===== config.mk =====
export PLATFORM = sky130hd
export DESIGN_NAME = mdcr_config_regs
export DESIGN_NICKNAME = d
export VERILOG_FILES = /design/src/mdcr_pkg.sv /design/src/mdcr_config_regs.sv
export SDC_FILE = /design/constraint.sdc
export NUM_CORES = 1
export LEC_CHECK = 0
export BUFFER_PORTS_ARGS = -buffer_cell sky130_fd_sc_hd__buf_2
export CORE_MARGIN = 1.5
export CORE_UTILIZATION = 51
export DETAILED_ROUTE_END_ITERATION = 6
export PLACE_DENSITY = 0.72
export SYNTH_ARGS = -nofsm -noshare
export SYNTH_HDL_FRONTEND = slang
export SYNTH_SLANG_ARGS = --single-unit

===== constraint.sdc =====
create_clock -name clk -period 82 [get_ports clk]
set_input_delay 8.2 -clock clk [delete_from_list [all_inputs] [get_ports clk]]
set_output_delay 8.2 -clock clk [all_outputs]
set_load 0.005 [all_outputs]

===== src/mdcr_pkg.sv =====
package mdcr_pkg;
  // Register byte offsets
  localparam logic [7:0] ADDR_SETUP_FIRST = 8'hA6;
  localparam logic [7:0] ADDR_SETUP_SECOND = 8'hA8;
  // Reset values
  localparam logic [31:0] RESET_SETUP_FIRST = 32'h00000000;
  localparam logic [31:0] RESET_SETUP_SECOND = 32'h00000000;
  // Writable bit masks; reserved bits always read zero
  localparam logic [31:0] MASK_SETUP_FIRST = 32'h47F0001F;
  localparam logic [31:0] MASK_SETUP_SECOND = 32'h7FFFDFFD;
  // First register field positions
  localparam int TPA_BIT = 30;
  localparam int TARGET_ID_LSB = 20;
  localparam int TARGET_ID_W = 7;
  localparam int DRIVE_LSB = 3;
  localparam int PULLUP_BIT = 2;
  localparam int SUPPLY_LSB = 0;
  // Second register field positions
  localparam int FULL_FREQ_LSB = 16;
  localparam int FULL_FREQ_W = 15;
  localparam int SLEEP_TIME_LSB = 14;
  localparam int GAIN_BIT = 12;
  localparam int IDLE_BIT = 11;
  localparam int CLK_SEL_LSB = 9;
  localparam int OUT_CLK_BIT = 8;
  localparam int LOW_CFG_W = 8;
  // Clock rate and sleep entry / gain tick times
  localparam int CLK_MHZ = 100;
  localparam int SLEEP0_US = 50;
  localparam int SLEEP1_US = 200;
  localparam int SLEEP2_MS = 20;
  localparam int SLEEP3_MS = 200;
  localparam int GAIN_TICK_MS = 1;
  localparam int SLEEP0_CYC = SLEEP0_US * CLK_MHZ;
  localparam int SLEEP1_CYC = SLEEP1_US * CLK_MHZ;
  localparam int SLEEP2_CYC = SLEEP2_MS * 1000 * CLK_MHZ;
  localparam int SLEEP3_CYC = SLEEP3_MS * 1000 * CLK_MHZ;
  localparam int GAIN_TICK_CYC = GAIN_TICK_MS * 1000 * CLK_MHZ;
  // Counter width big enough for the longest wait
  localparam int CNT_W = 25;
  // Duty output resolution (fraction bits of full scale)
  localparam int DUTY_W = 16;
  // Clock source codes
  localparam logic [1:0] CLK_SRC_INTERNAL = 2'h0;
  localparam logic [1:0] CLK_SRC_EXTERNAL = 2'h3;
  // Supply range code that is undefined
  localparam logic [1:0] SUPPLY_UNDEFINED = 2'h3;
endpackage : mdcr_pkg


===== src/mdcr_config_regs.sv =====
`timescale 1ns/1ps
////////////////////////////////////////////////////////////////////////////////
module mdcr_config_regs #(
  parameter int SLEEP2_CYCLES = mdcr_pkg::SLEEP2_CYC,
  parameter int SLEEP3_CYCLES = mdcr_pkg::SLEEP3_CYC,
  parameter int GAIN_TICK_CYCLES = mdcr_pkg::GAIN_TICK_CYC
) (
  // Clock, reset, enable
  input wire logic clk,
  input wire logic sys_rst,
  input wire logic clk_en,
  // Register port (same clock domain)
  input wire logic [7:0] reg_addr,
  input wire logic reg_wr,
  input wire logic reg_rd,
  input wire logic [31:0] reg_wdata,
  output logic [31:0] reg_rdata,
  output logic reg_rvalid,
  // Command measurement (same clock domain)
  input wire logic [14:0] input_freq,
  input wire logic cmd_at_or_below_thr,
  // Configuration outputs
  output logic torque_per_amp_enable,
  output logic [6:0] target_id,
  output logic [1:0] serial_drive_strength,
  output logic pullup_fault_and_feedback,
  output logic [1:0] dc_supply_range,
  output logic supply_range_undefined,
  output logic [14:0] full_scale_freq,
  output logic idle_state_select,
  output logic [1:0] clock_source,
  output logic clock_source_unavailable,
  output logic outside_clock_enable,
  output logic [7:0] low_config,
  // Derived behaviour
  output logic [15:0] command_duty,
  output logic sleep_request,
  output logic gain_adjust_tick
);

  ////////////////////////////////////////////////////////////////////////////////
  // Register state
  logic [31:0] setup_first; // First configuration word
  logic [31:0] setup_second; // Second configuration word
  // Next values computed below, registered in one process
  logic [31:0] next_setup_first;
  logic [31:0] next_setup_second;
  logic [31:0] next_reg_rdata;
  logic next_reg_rvalid;

  // Writes land in the next cycle; reserved bits are masked so they read zero
  // Unmapped writes fall through and change nothing
  always_comb begin
    next_setup_first = setup_first;
    next_setup_second = setup_second;
    next_reg_rdata = reg_rdata;
    next_reg_rvalid = 1'b0;
    if (reg_wr) begin
      if (reg_addr == mdcr_pkg::ADDR_SETUP_FIRST) begin
        next_setup_first = reg_wdata & mdcr_pkg::MASK_SETUP_FIRST;
      end else if (reg_addr == mdcr_pkg::ADDR_SETUP_SECOND) begin
        next_setup_second = reg_wdata & mdcr_pkg::MASK_SETUP_SECOND;
      end
    end
    // A read and a write in one cycle return the old word
    // Reading has no side effect on the stored words
    if (reg_rd) begin
      next_reg_rvalid = 1'b1;
      // Unmapped offsets read zero
      if (reg_addr == mdcr_pkg::ADDR_SETUP_FIRST) begin
        next_reg_rdata = setup_first;
      end else if (reg_addr == mdcr_pkg::ADDR_SETUP_SECOND) begin
        next_reg_rdata = setup_second;
      end else begin
        next_reg_rdata = 32'h00000000;
      end
    end
  end

  // Register update, frozen while clk_en is low
  // Reset loads constants only, never another signal
  always_ff @(posedge clk or posedge sys_rst) begin
    if (sys_rst) begin
      setup_first <= mdcr_pkg::RESET_SETUP_FIRST;
      setup_second <= mdcr_pkg::RESET_SETUP_SECOND;
      reg_rdata <= 32'h00000000;
      reg_rvalid <= 1'b0;
    end else if (clk_en) begin
      setup_first <= next_setup_first;
      setup_second <= next_setup_second;
      reg_rdata <= next_reg_rdata;
      reg_rvalid <= next_reg_rvalid;
    end
  end

  ////////////////////////////////////////////////////////////////////////////////
  // Field decode, straight from flip-flops
  // Fields are plain slices, so they change one cycle after the write
  // Reserved bits are masked on write and never reach an output
  assign torque_per_amp_enable = setup_first[mdcr_pkg::TPA_BIT];
  assign target_id = setup_first[mdcr_pkg::TARGET_ID_LSB +: mdcr_pkg::TARGET_ID_W];
  assign serial_drive_strength = setup_first[mdcr_pkg::DRIVE_LSB +: 2];
  assign pullup_fault_and_feedback = setup_first[mdcr_pkg::PULLUP_BIT];
  assign dc_supply_range = setup_first[mdcr_pkg::SUPPLY_LSB +: 2];
  // Flag the undefined range so the analog side can fall back safely
  assign supply_range_undefined = (dc_supply_range == mdcr_pkg::SUPPLY_UNDEFINED);
  // Full-scale frequency feeds the duty divider below
  assign full_scale_freq = setup_second[mdcr_pkg::FULL_FREQ_LSB +: mdcr_pkg::FULL_FREQ_W];
  assign idle_state_select = setup_second[mdcr_pkg::IDLE_BIT];
  assign clock_source = setup_second[mdcr_pkg::CLK_SEL_LSB +: 2];
  // Codes 1 and 2 are stored but flagged; consumers treat them as internal
  assign clock_source_unavailable = (clock_source != mdcr_pkg::CLK_SRC_INTERNAL) &&
                                    (clock_source != mdcr_pkg::CLK_SRC_EXTERNAL);
  assign outside_clock_enable = setup_second[mdcr_pkg::OUT_CLK_BIT];
  // Low byte is stored for software only; nothing here acts on it
  assign low_config = setup_second[mdcr_pkg::LOW_CFG_W-1:0];

  ////////////////////////////////////////////////////////////////////////////////
  // Duty from frequency: one registered divide, saturated at full scale
  // Trade-off: a wide divide in one cycle; the input is same-domain
  // and changes slowly, so no pipeline is worth its latency
  // Zero full scale is treated as 100% rather than left undefined
  function automatic logic [15:0] duty_of(input logic [14:0] f, input logic [14:0] fs);
    logic [30:0] num;
    logic [30:0] q;
    num = {f, 16'h0000};
    if (fs == 15'h0000) begin
      // Zero full scale: avoid divide by zero, report full duty
      q = 31'h00010000;
    end else begin
      q = num / {16'h0000, fs};
    end
    if (q > 31'h0000FFFF) begin
      duty_of = 16'hFFFF;
    end else begin
      duty_of = q[15:0];
    end
  endfunction : duty_of

  // Next duty, registered with the timers
  logic [15:0] next_command_duty;
  // Duty recomputed every cycle from the current inputs
  always_comb begin
    next_command_duty = duty_of(input_freq, full_scale_freq);
  end

  ////////////////////////////////////////////////////////////////////////////////
  // Sleep entry and gain tick timers
  // Both counters share one width; the longest wait must fit in it
  logic [mdcr_pkg::CNT_W-1:0] low_cnt; // Cycles the command has stayed low
  logic [mdcr_pkg::CNT_W-1:0] gain_cnt; // Cycles since last gain tick
  logic [mdcr_pkg::CNT_W-1:0] next_low_cnt;
  logic [mdcr_pkg::CNT_W-1:0] next_gain_cnt;
  logic [mdcr_pkg::CNT_W-1:0] sleep_limit;
  logic next_sleep_request;
  logic next_gain_adjust_tick;

  // Sleep wait selected by bits 15:14
  // Every code is legal, so the case needs no default
  always_comb begin
    unique case (setup_second[mdcr_pkg::SLEEP_TIME_LSB +: 2])
      2'h0: sleep_limit = mdcr_pkg::CNT_W'(mdcr_pkg::SLEEP0_CYC);
      2'h1: sleep_limit = mdcr_pkg::CNT_W'(mdcr_pkg::SLEEP1_CYC);
      2'h2: sleep_limit = mdcr_pkg::CNT_W'(SLEEP2_CYCLES);
      2'h3: sleep_limit = mdcr_pkg::CNT_W'(SLEEP3_CYCLES);
    endcase
  end

  // Next counter values and the two derived outputs
  // The sleep flag holds while the command stays low; the counter parks
  always_comb begin
    next_low_cnt = low_cnt;
    next_sleep_request = 1'b0;
    // Any rise above threshold restarts the wait
    if (!cmd_at_or_below_thr) begin
      next_low_cnt = '0;
    end else if (low_cnt >= sleep_limit - 1'b1) begin
      next_sleep_request = 1'b1;
    end else begin
      next_low_cnt = low_cnt + 1'b1;
    end
    next_gain_cnt = '0;
    next_gain_adjust_tick = 1'b0;
    // Fixed gain when disabled: the counter rests at zero
    // Tick period is GAIN_TICK_CYCLES: the count runs 0 to the limit less one
    if (setup_second[mdcr_pkg::GAIN_BIT]) begin
      if (gain_cnt >= mdcr_pkg::CNT_W'(GAIN_TICK_CYCLES - 1)) begin
        next_gain_adjust_tick = 1'b1;
      end else begin
        next_gain_cnt = gain_cnt + 1'b1;
      end
    end
  end

  // Timer and duty registers, frozen while clk_en is low
  always_ff @(posedge clk or posedge sys_rst) begin
    if (sys_rst) begin
      low_cnt <= '0;
      gain_cnt <= '0;
      sleep_request <= 1'b0;
      gain_adjust_tick <= 1'b0;
      command_duty <= 16'h0000;
    end else if (clk_en) begin
      low_cnt <= next_low_cnt;
      gain_cnt <= next_gain_cnt;
      sleep_request <= next_sleep_request;
      gain_adjust_tick <= next_gain_adjust_tick;
      command_duty <= next_command_duty;
    end
  end

endmodule : mdcr_config_regs


==> results.md, run 1 <==
* Largest net degree at the start of global routing at 73
* Main area contributors after synthesis: ha_1 16%, dfrtp_1 12%, o21ai_0 5.4%
* Synth Instances at 4,028
* Worst Path Max Fanout at 9
* First-pass GRT wire length at approximately 160,000 um
* Clk_skew at 17.9 ps
* Fraction of registers with async set or reset after synthesis at 100%
* Number of DRC markers in iteration 0 at 2,915
* Tightest Hold Check Type: reg -> reg
* Ratio of cells with drive above 1 in the final layout at 35.1%
* TritonCTS clock tree: built
* Die W at 244 um
* Final instance area at a little over 0.04 mm2
* Tcrit/Tclk final at 97.0%
* Htree depth at 4
* Grt total ovfl at 0
* Main synth FF type: dfrtp_1
* Crit Path Class: in -> reg
* Initial core utilization at 51.4%
* Later-pin clock latency in the skew report at roughly 450 ps
* Die area at 0.0595 mm2
* DIE HEIGHT at roughly 240 um
* Most used cell, CP: a21o_1
* Placed cell area at 0.0380 mm2
* Worst rel slew slack at 21.9%
* DP Wirelength at just under 80,000 um
* Hold path depth at 2
* Post-synth top cells: 376 x ha_1, 368 x nand2_1, 360 x nor2_1
* Endpoints failing setup at 0
* Post-Place Cells at between 5,000 and 6,000
* Max incr delay on CP at 520 ps
* Cell Rows at 88
* Reg2reg end: command_duty[0]
* Post-synthesis mux area share at under 10%
* Outcome: complete, no violations
* Yosys top cell area share at 15.9%
* Fillers at 4,261
* Yosys top cell by area: ha_1
* Main combinational cell family by area after synthesis: compound AO/OA/AOI/OAI gates
* Sink Count at 141
* Crit end category: flop
* Vias in the first global route at 32,809
* Critical path arrival at 79,830 ps
* WP data required at 82,280 ps
* Achievable Freq at 0.0126 GHz
* Crit Reg-Reg Startpoint: setup_second[29]
* Post-synth EDFFs at 0
* Synth Area in Adders at 15.9%
* DRC violations left at 0
* Hold Crit Start: reg_rdata[18]
* Final min period at between 70,000 and 80,000 ps
* Layout Cells excl Fill at 5,888
* Hold endpoint: reg_rdata[18]
* Gpl congestion at 0.952
* Reg2reg setup slack at between 8000 and 9000 ps
* Vias/cell at 6.14
* Clock Pin Slew Worst Setup and Hold Paths at approximately 70 ps
* Max-slew violation count at 0
* CP max stage cell: or4_4
* Core area at between 0.05 and 0.06 mm2
* Mean area per synthesized cell at 7.35 um2
* Ys Warns at 0
* Total Routed Length at 109,000 um
* Clock Tree Buf Depth at 2
* Max cap viols at 0
* Via count at 36,162
* Number of library cell types mapped by synthesis at between 100 and 150
* Worst-margin pin slew at roughly 1200 ps
* Nets at 5,548
* Synthesis-stage register bit count at 141
* Io pins at about 150
* Area growth from synthesis to layout at 39.6%
* CTS Buf Count at 17
* GRT Overall Usage at 32.5%
* Post-synthesis simple-gate area fraction at around a quarter
* Post-synthesis xor/xnor area fraction at 6.49%
* Sequential element share of the synthesized area at between 10% and 20%
* Final Hold Viols at 0
* Clock root buffer: clkbuf_16
* Hold buffer count at CTS at 0
* Hold slack at roughly 480 ps
* Buffers on Ports at 148
* Worst Reg-to-Reg Cells at 420
* Count leader, synth: ha_1
* Compound-Gate Fraction of Synth Area at 30.4%
* Initial antenna violation count at 3
* Mapped cell area at 0.0296 mm2
* Router iterations before antenna repair at 5
* Routed length per instance at between 15 and 20 um
* Startpoint class of the critical path: input port
* N_diodes at 0
* Remaining antenna violation count at 0
-- per-stage QoR --
stage               TNS [ps]  worst slack (ps)  util [%]
finish                     0              2450      71.8
detailed placement     -1160             -1160      66.0
floorplan                  0              9.87         -
CTS                        0              15.8      67.3
global route           -1510             -1510      71.8
global placement       -50.6             -50.6      66.0
-- worst max path at each step --
stage,from,endpoint,slack (ps),cells past startpoint
final,input_freq[14],command_duty[0],2450,420
after global routing,input_freq[14],command_duty[0],-1510,428
after CTS,input_freq[14],command_duty[0],20,413
after detailed placement,input_freq[14],command_duty[0],-1160,410
after global placement,input_freq[14],command_duty[0],-50,408
after floorplan,input_freq[14],command_duty[0],10,436
-- cell usage in the layout (no fill, tap or decap), types with 15 or more instances in the layout --
master / synthesis / final
buf_4: 40 / 1043
nand2_1: 368 / 347
nor2_1: 360 / 344
ha_1: 376 / 340
o21ai_0: 319 / 224
a21oi_1: 289 / 216
inv_1: 162 / 157
buf_2: 14 / 149
dfrtp_1: 141 / 140
o21a_1: 134 / 132
a21o_1: 122 / 122
nor3_1: 130 / 122
xnor2_1: 119 / 119
nand3_1: 125 / 116
xor2_1: 96 / 96
nand2b_1: 93 / 91
mux2_2: 97 / 85
a21oi_2: 2 / 71
o31ai_1: 83 / 71
o21ai_1: 10 / 58
o211ai_1: 56 / 56
nand4_1: 53 / 53
o21ai_2: 4 / 49
or3_1: 49 / 44
or2_2: 41 / 39
and3_1: 38 / 36
nor2b_1: 36 / 33
ha_4: 0 / 32
nor4_1: 31 / 29
and2_1: 36 / 28
a31oi_1: 35 / 27
mux2i_1: 28 / 26
o21bai_1: 27 / 25
nand2_2: 1 / 21
clkbuf_16: 0 / 20
buf_6: 9 / 18
or4_1: 17 / 15
-- repair_timing --
action,4_1_cts,5_1_grt
cloned,0,5
pin swaps,11,255
gates resized for setup,37,387
endpoints found under the setup margin,1,3
setup buffers,5,110
-- per-layer routing --
layer / global-route usage, % / routed length [um] / vias to the layer above
li1: - / - / 17233
met1: 43.6 / 45300 / 16945
met2: 54.2 / 49300 / 1594
met3: 3.23 / 8930 / 388
met4: 11.1 / 5190 / 2
met5: 0 / 13 / -
-- cells by family (layout without fill, tap and decap cells) --
| family | count (synthesis) | count (layout) |
|---|---|---|
| other | 2 | 5 |
| and+or+nand+nor | 1494 | 1494 |
| adders and majority gates | 377 | 377 |
| AOI/OAI and AO/OA | 1345 | 1346 |
| DFF | 141 | 141 |
| xor gates and xnor gates | 217 | 217 |
| buffers and inverters | 326 | 1417 |
| muxes | 126 | 126 |
-- flip-flops by register name, indices dropped and copies added (netlist names) --
| name | cells |
|---|---|
| reg_rdata | 30 |
| setup_second | 29 |
| gain_cnt | 25 |
| low_cnt | 25 |
| command_duty | 16 |
| setup_first | 13 |
| gain_adjust_tick | 1 |
| reg_rvalid | 1 |
| sleep_request | 1 |
-- critical path, delay by kind of cell --
family          cells  cell delay (ps)
simple gates      125            17850
buf+inv            42             5900
compound gates    217            36600
fa+ha+maj          31             9400
mux                 5             1760
-- final cells by class --
class / count / area [um2] / share of cell area, %
flip-flops and latches: 141 / 3530 / 8.54
multi-input cells: 3565 / 26600 / 64.4
clock buffers: 18 / 439 / 1.06
clock inverters: 14 / 180 / 0.436
repair buffers: 1220 / 8990 / 21.8
inverters: 165 / 629 / 1.52
well taps: 765 / 957 / 2.31
Power of run 1 is left out: the tool's default activity adds up to more than one toggle a clock period on the data nets, which glitch-free logic cannot reach.
==> run 2, diff against run 1 <==
Settings changed: BUFFER_PORTS_ARGS -buffer_cell sky130_fd_sc_hd__buf_2 to unset, DONT_BUFFER_PORTS set to 1, PLACE_DENSITY 0.72 to 0.7.
==> run 2 against run 1 <==
- critical path depth up 1
- clock skew down 3.5 ps
- worst hold slack improved by 21 ps
- sequential share of layout area rose by 0.34 points
- utilization fell by 2.8 points
==> results.md, run 2 (synthesis gave the netlist of run 1 again) <==
* Core area at 0.0576 mm2
* Final Hold Viols at 0
* Number of flip-flops in the largest register at 30
* Tcrit/Tclk final at 96.0%
* Remaining antenna violation count at 0
* DP Wirelength at between 70,000 and 80,000 um
* Final min period at 78,720 ps
* Router iterations before antenna repair at 6
* Vias/cell at 6.06
* Crit Path Class: in -> reg
* Die W at 244 um
* Initial core utilization at between 50 and 60%
* CTS Buf Count at 17
* Most flops, register: reg_rdata
* Initial antenna violation count at 0
* N_diodes at 0
* Hold endpoint: gain_cnt[0]
* Setup WS pre-CTS at -1330 ps
* Top delay family on crit path: compound AO/OA/AOI/OAI gates
* Max incr delay on CP at approximately 540 ps
* Nets at ~5,300
* Top flop regs: reg_rdata: 30 flops, setup_second: 29 flops
* Most frequent cells in the layout: 961 x buf_4, 353 x nand2_1, 348 x ha_1
* Achievable Freq at ~0.013 GHz
* Io pins at between 150 and 200
* Reg2reg setup slack at 9070 ps
* Max-slew violation count at 0
* Worst Reg-to-Reg Cells at 422
* Cell Rows at just under 90
* Grt total ovfl at 0
* Startpoint class of the critical path: input port
* Hold Crit Start: gain_cnt[0]
* Later-pin clock latency in the skew report at 440 ps
* Clock root buffer: clkbuf_16
* Ratio of cells with drive above 1 in the final layout at 31.3%
* WP data required at 82,300 ps
* Worst rel slew slack at 27.7%
* Crit end category: flop
* Worst-margin pin slew at 1070 ps
* Outcome: complete, no violations
* Final worst slack at 3280 ps
* Core Util, Final at 69.0%
* Max cap viols at 0
* Most used cell, CP: a21o_1
* Reg2reg end: command_duty[0]
* Endpoints failing setup at 0
* Die area at 0.0595 mm2
* Total Routed Length at 99,600 um
* Via count at 34,274
* Vias in the first global route at between 30,000 and 40,000
* Clk_skew at 14.4 ps
* Number of DRC markers in iteration 0 at about 2,200
* DIE HEIGHT at 244 um
* Routed length per instance at 17.6 um
* Gpl congestion at 0.973
* First-pass GRT wire length at 153,000 um
* Htree depth at 4
* Crit Reg-Reg Startpoint: setup_second[30]
* GRT Overall Usage at roughly 31%
* CP bufs+invs at 30
* Area growth from synthesis to layout at 34.2%
* TritonCTS clock tree: built
* Sink Count at 141
* Most common cell after layout, fill and taps aside: buf_4
* Critical path arrival at 79,020 ps
* CP max stage cell: or4_4
* Tightest Hold Check Type: reg -> reg
* Worst Path Max Fanout at 8
* Buffers on Ports at 0
* Clock Tree Buf Depth at 2
* Largest net degree at the start of global routing at 80
* Hold path depth at 1
* DRC violations left at 0
* Clock Pin Slew Worst Setup and Hold Paths at 60 ps
==> run 2: cell types whose count changed in the layout (fill, tap and decap cells not counted), sizes merged <==
cell / previous run / this run
a41o: 8 / 7
clkinv: 4 / 3
inv: 169 / 168
bufinv: 3 / 2
clkbuf: 21 / 23
buf: 1217 / 986
==> run 2: timing repair <==
action                                  in CTS  in global routing
endpoints found under the setup margin       1                  2
gates cloned                                 0                  5
hold buffers                                 0                  0
resized for setup                           24                376
pin swaps                                    8                227
endpoints found under the hold margin        0                  0
setup buffers                                9                 99
==> run 2: how the worst max path moves through the flow <==
| stage | start | end | slack, ps | cells after the start |
|---|---|---|---|---|
| finish | input_freq[14] | command_duty[0] | 3280 | 421 |
| global route | input_freq[14] | command_duty[0] | -1030 | 422 |
| CTS | input_freq[14] | command_duty[0] | 20 | 413 |
| detailed placement | input_freq[14] | command_duty[0] | -1330 | 405 |
| global placement | input_freq[14] | command_duty[0] | -140 | 402 |
| floorplan | input_freq[14] | command_duty[0] | 10 | 436 |
==> run 2: layout make-up <==
type	count	area [um2]
Inverter	165	627
Fill cell	4608	17800
Clock inverter	11	135
Sequential cell	141	3530
Tap cell	765	957
Timing Repair Buffer	990	7660
Clock buffer	19	443
Multi-Input combinational cell	3564	26400
==> run 2: metal layers <==
metal  vias up  wire length, um  track usage, %
met1     16084            42100            38.4
met4         0             3720            10.2
met3       259             6470            3.33
met5         -                0               0
li1      16725                -               -
met2      1206            47400            54.0
==> run 2: stage by stage <==
| step | hold WS, ps | cells | instance area (um2) | TNS, ps |
|---|---|---|---|---|
| 3_3_place_gp | 483 | 5513 | 36700 | -140 |
| 5_1_grt | 526 | 5655 | 39700 | -1030 |
| 4_1_cts | 501 | 5552 | 37400 | 0 |
| 3_5_place_dp | 487 | 5513 | 36700 | -1330 |
| 2_1_floorplan | 465 | 4031 | 30000 | 0 |
| 6_report | 500 | 5655 | 39700 | 0 |
Power of run 2 is left out for the same reason.
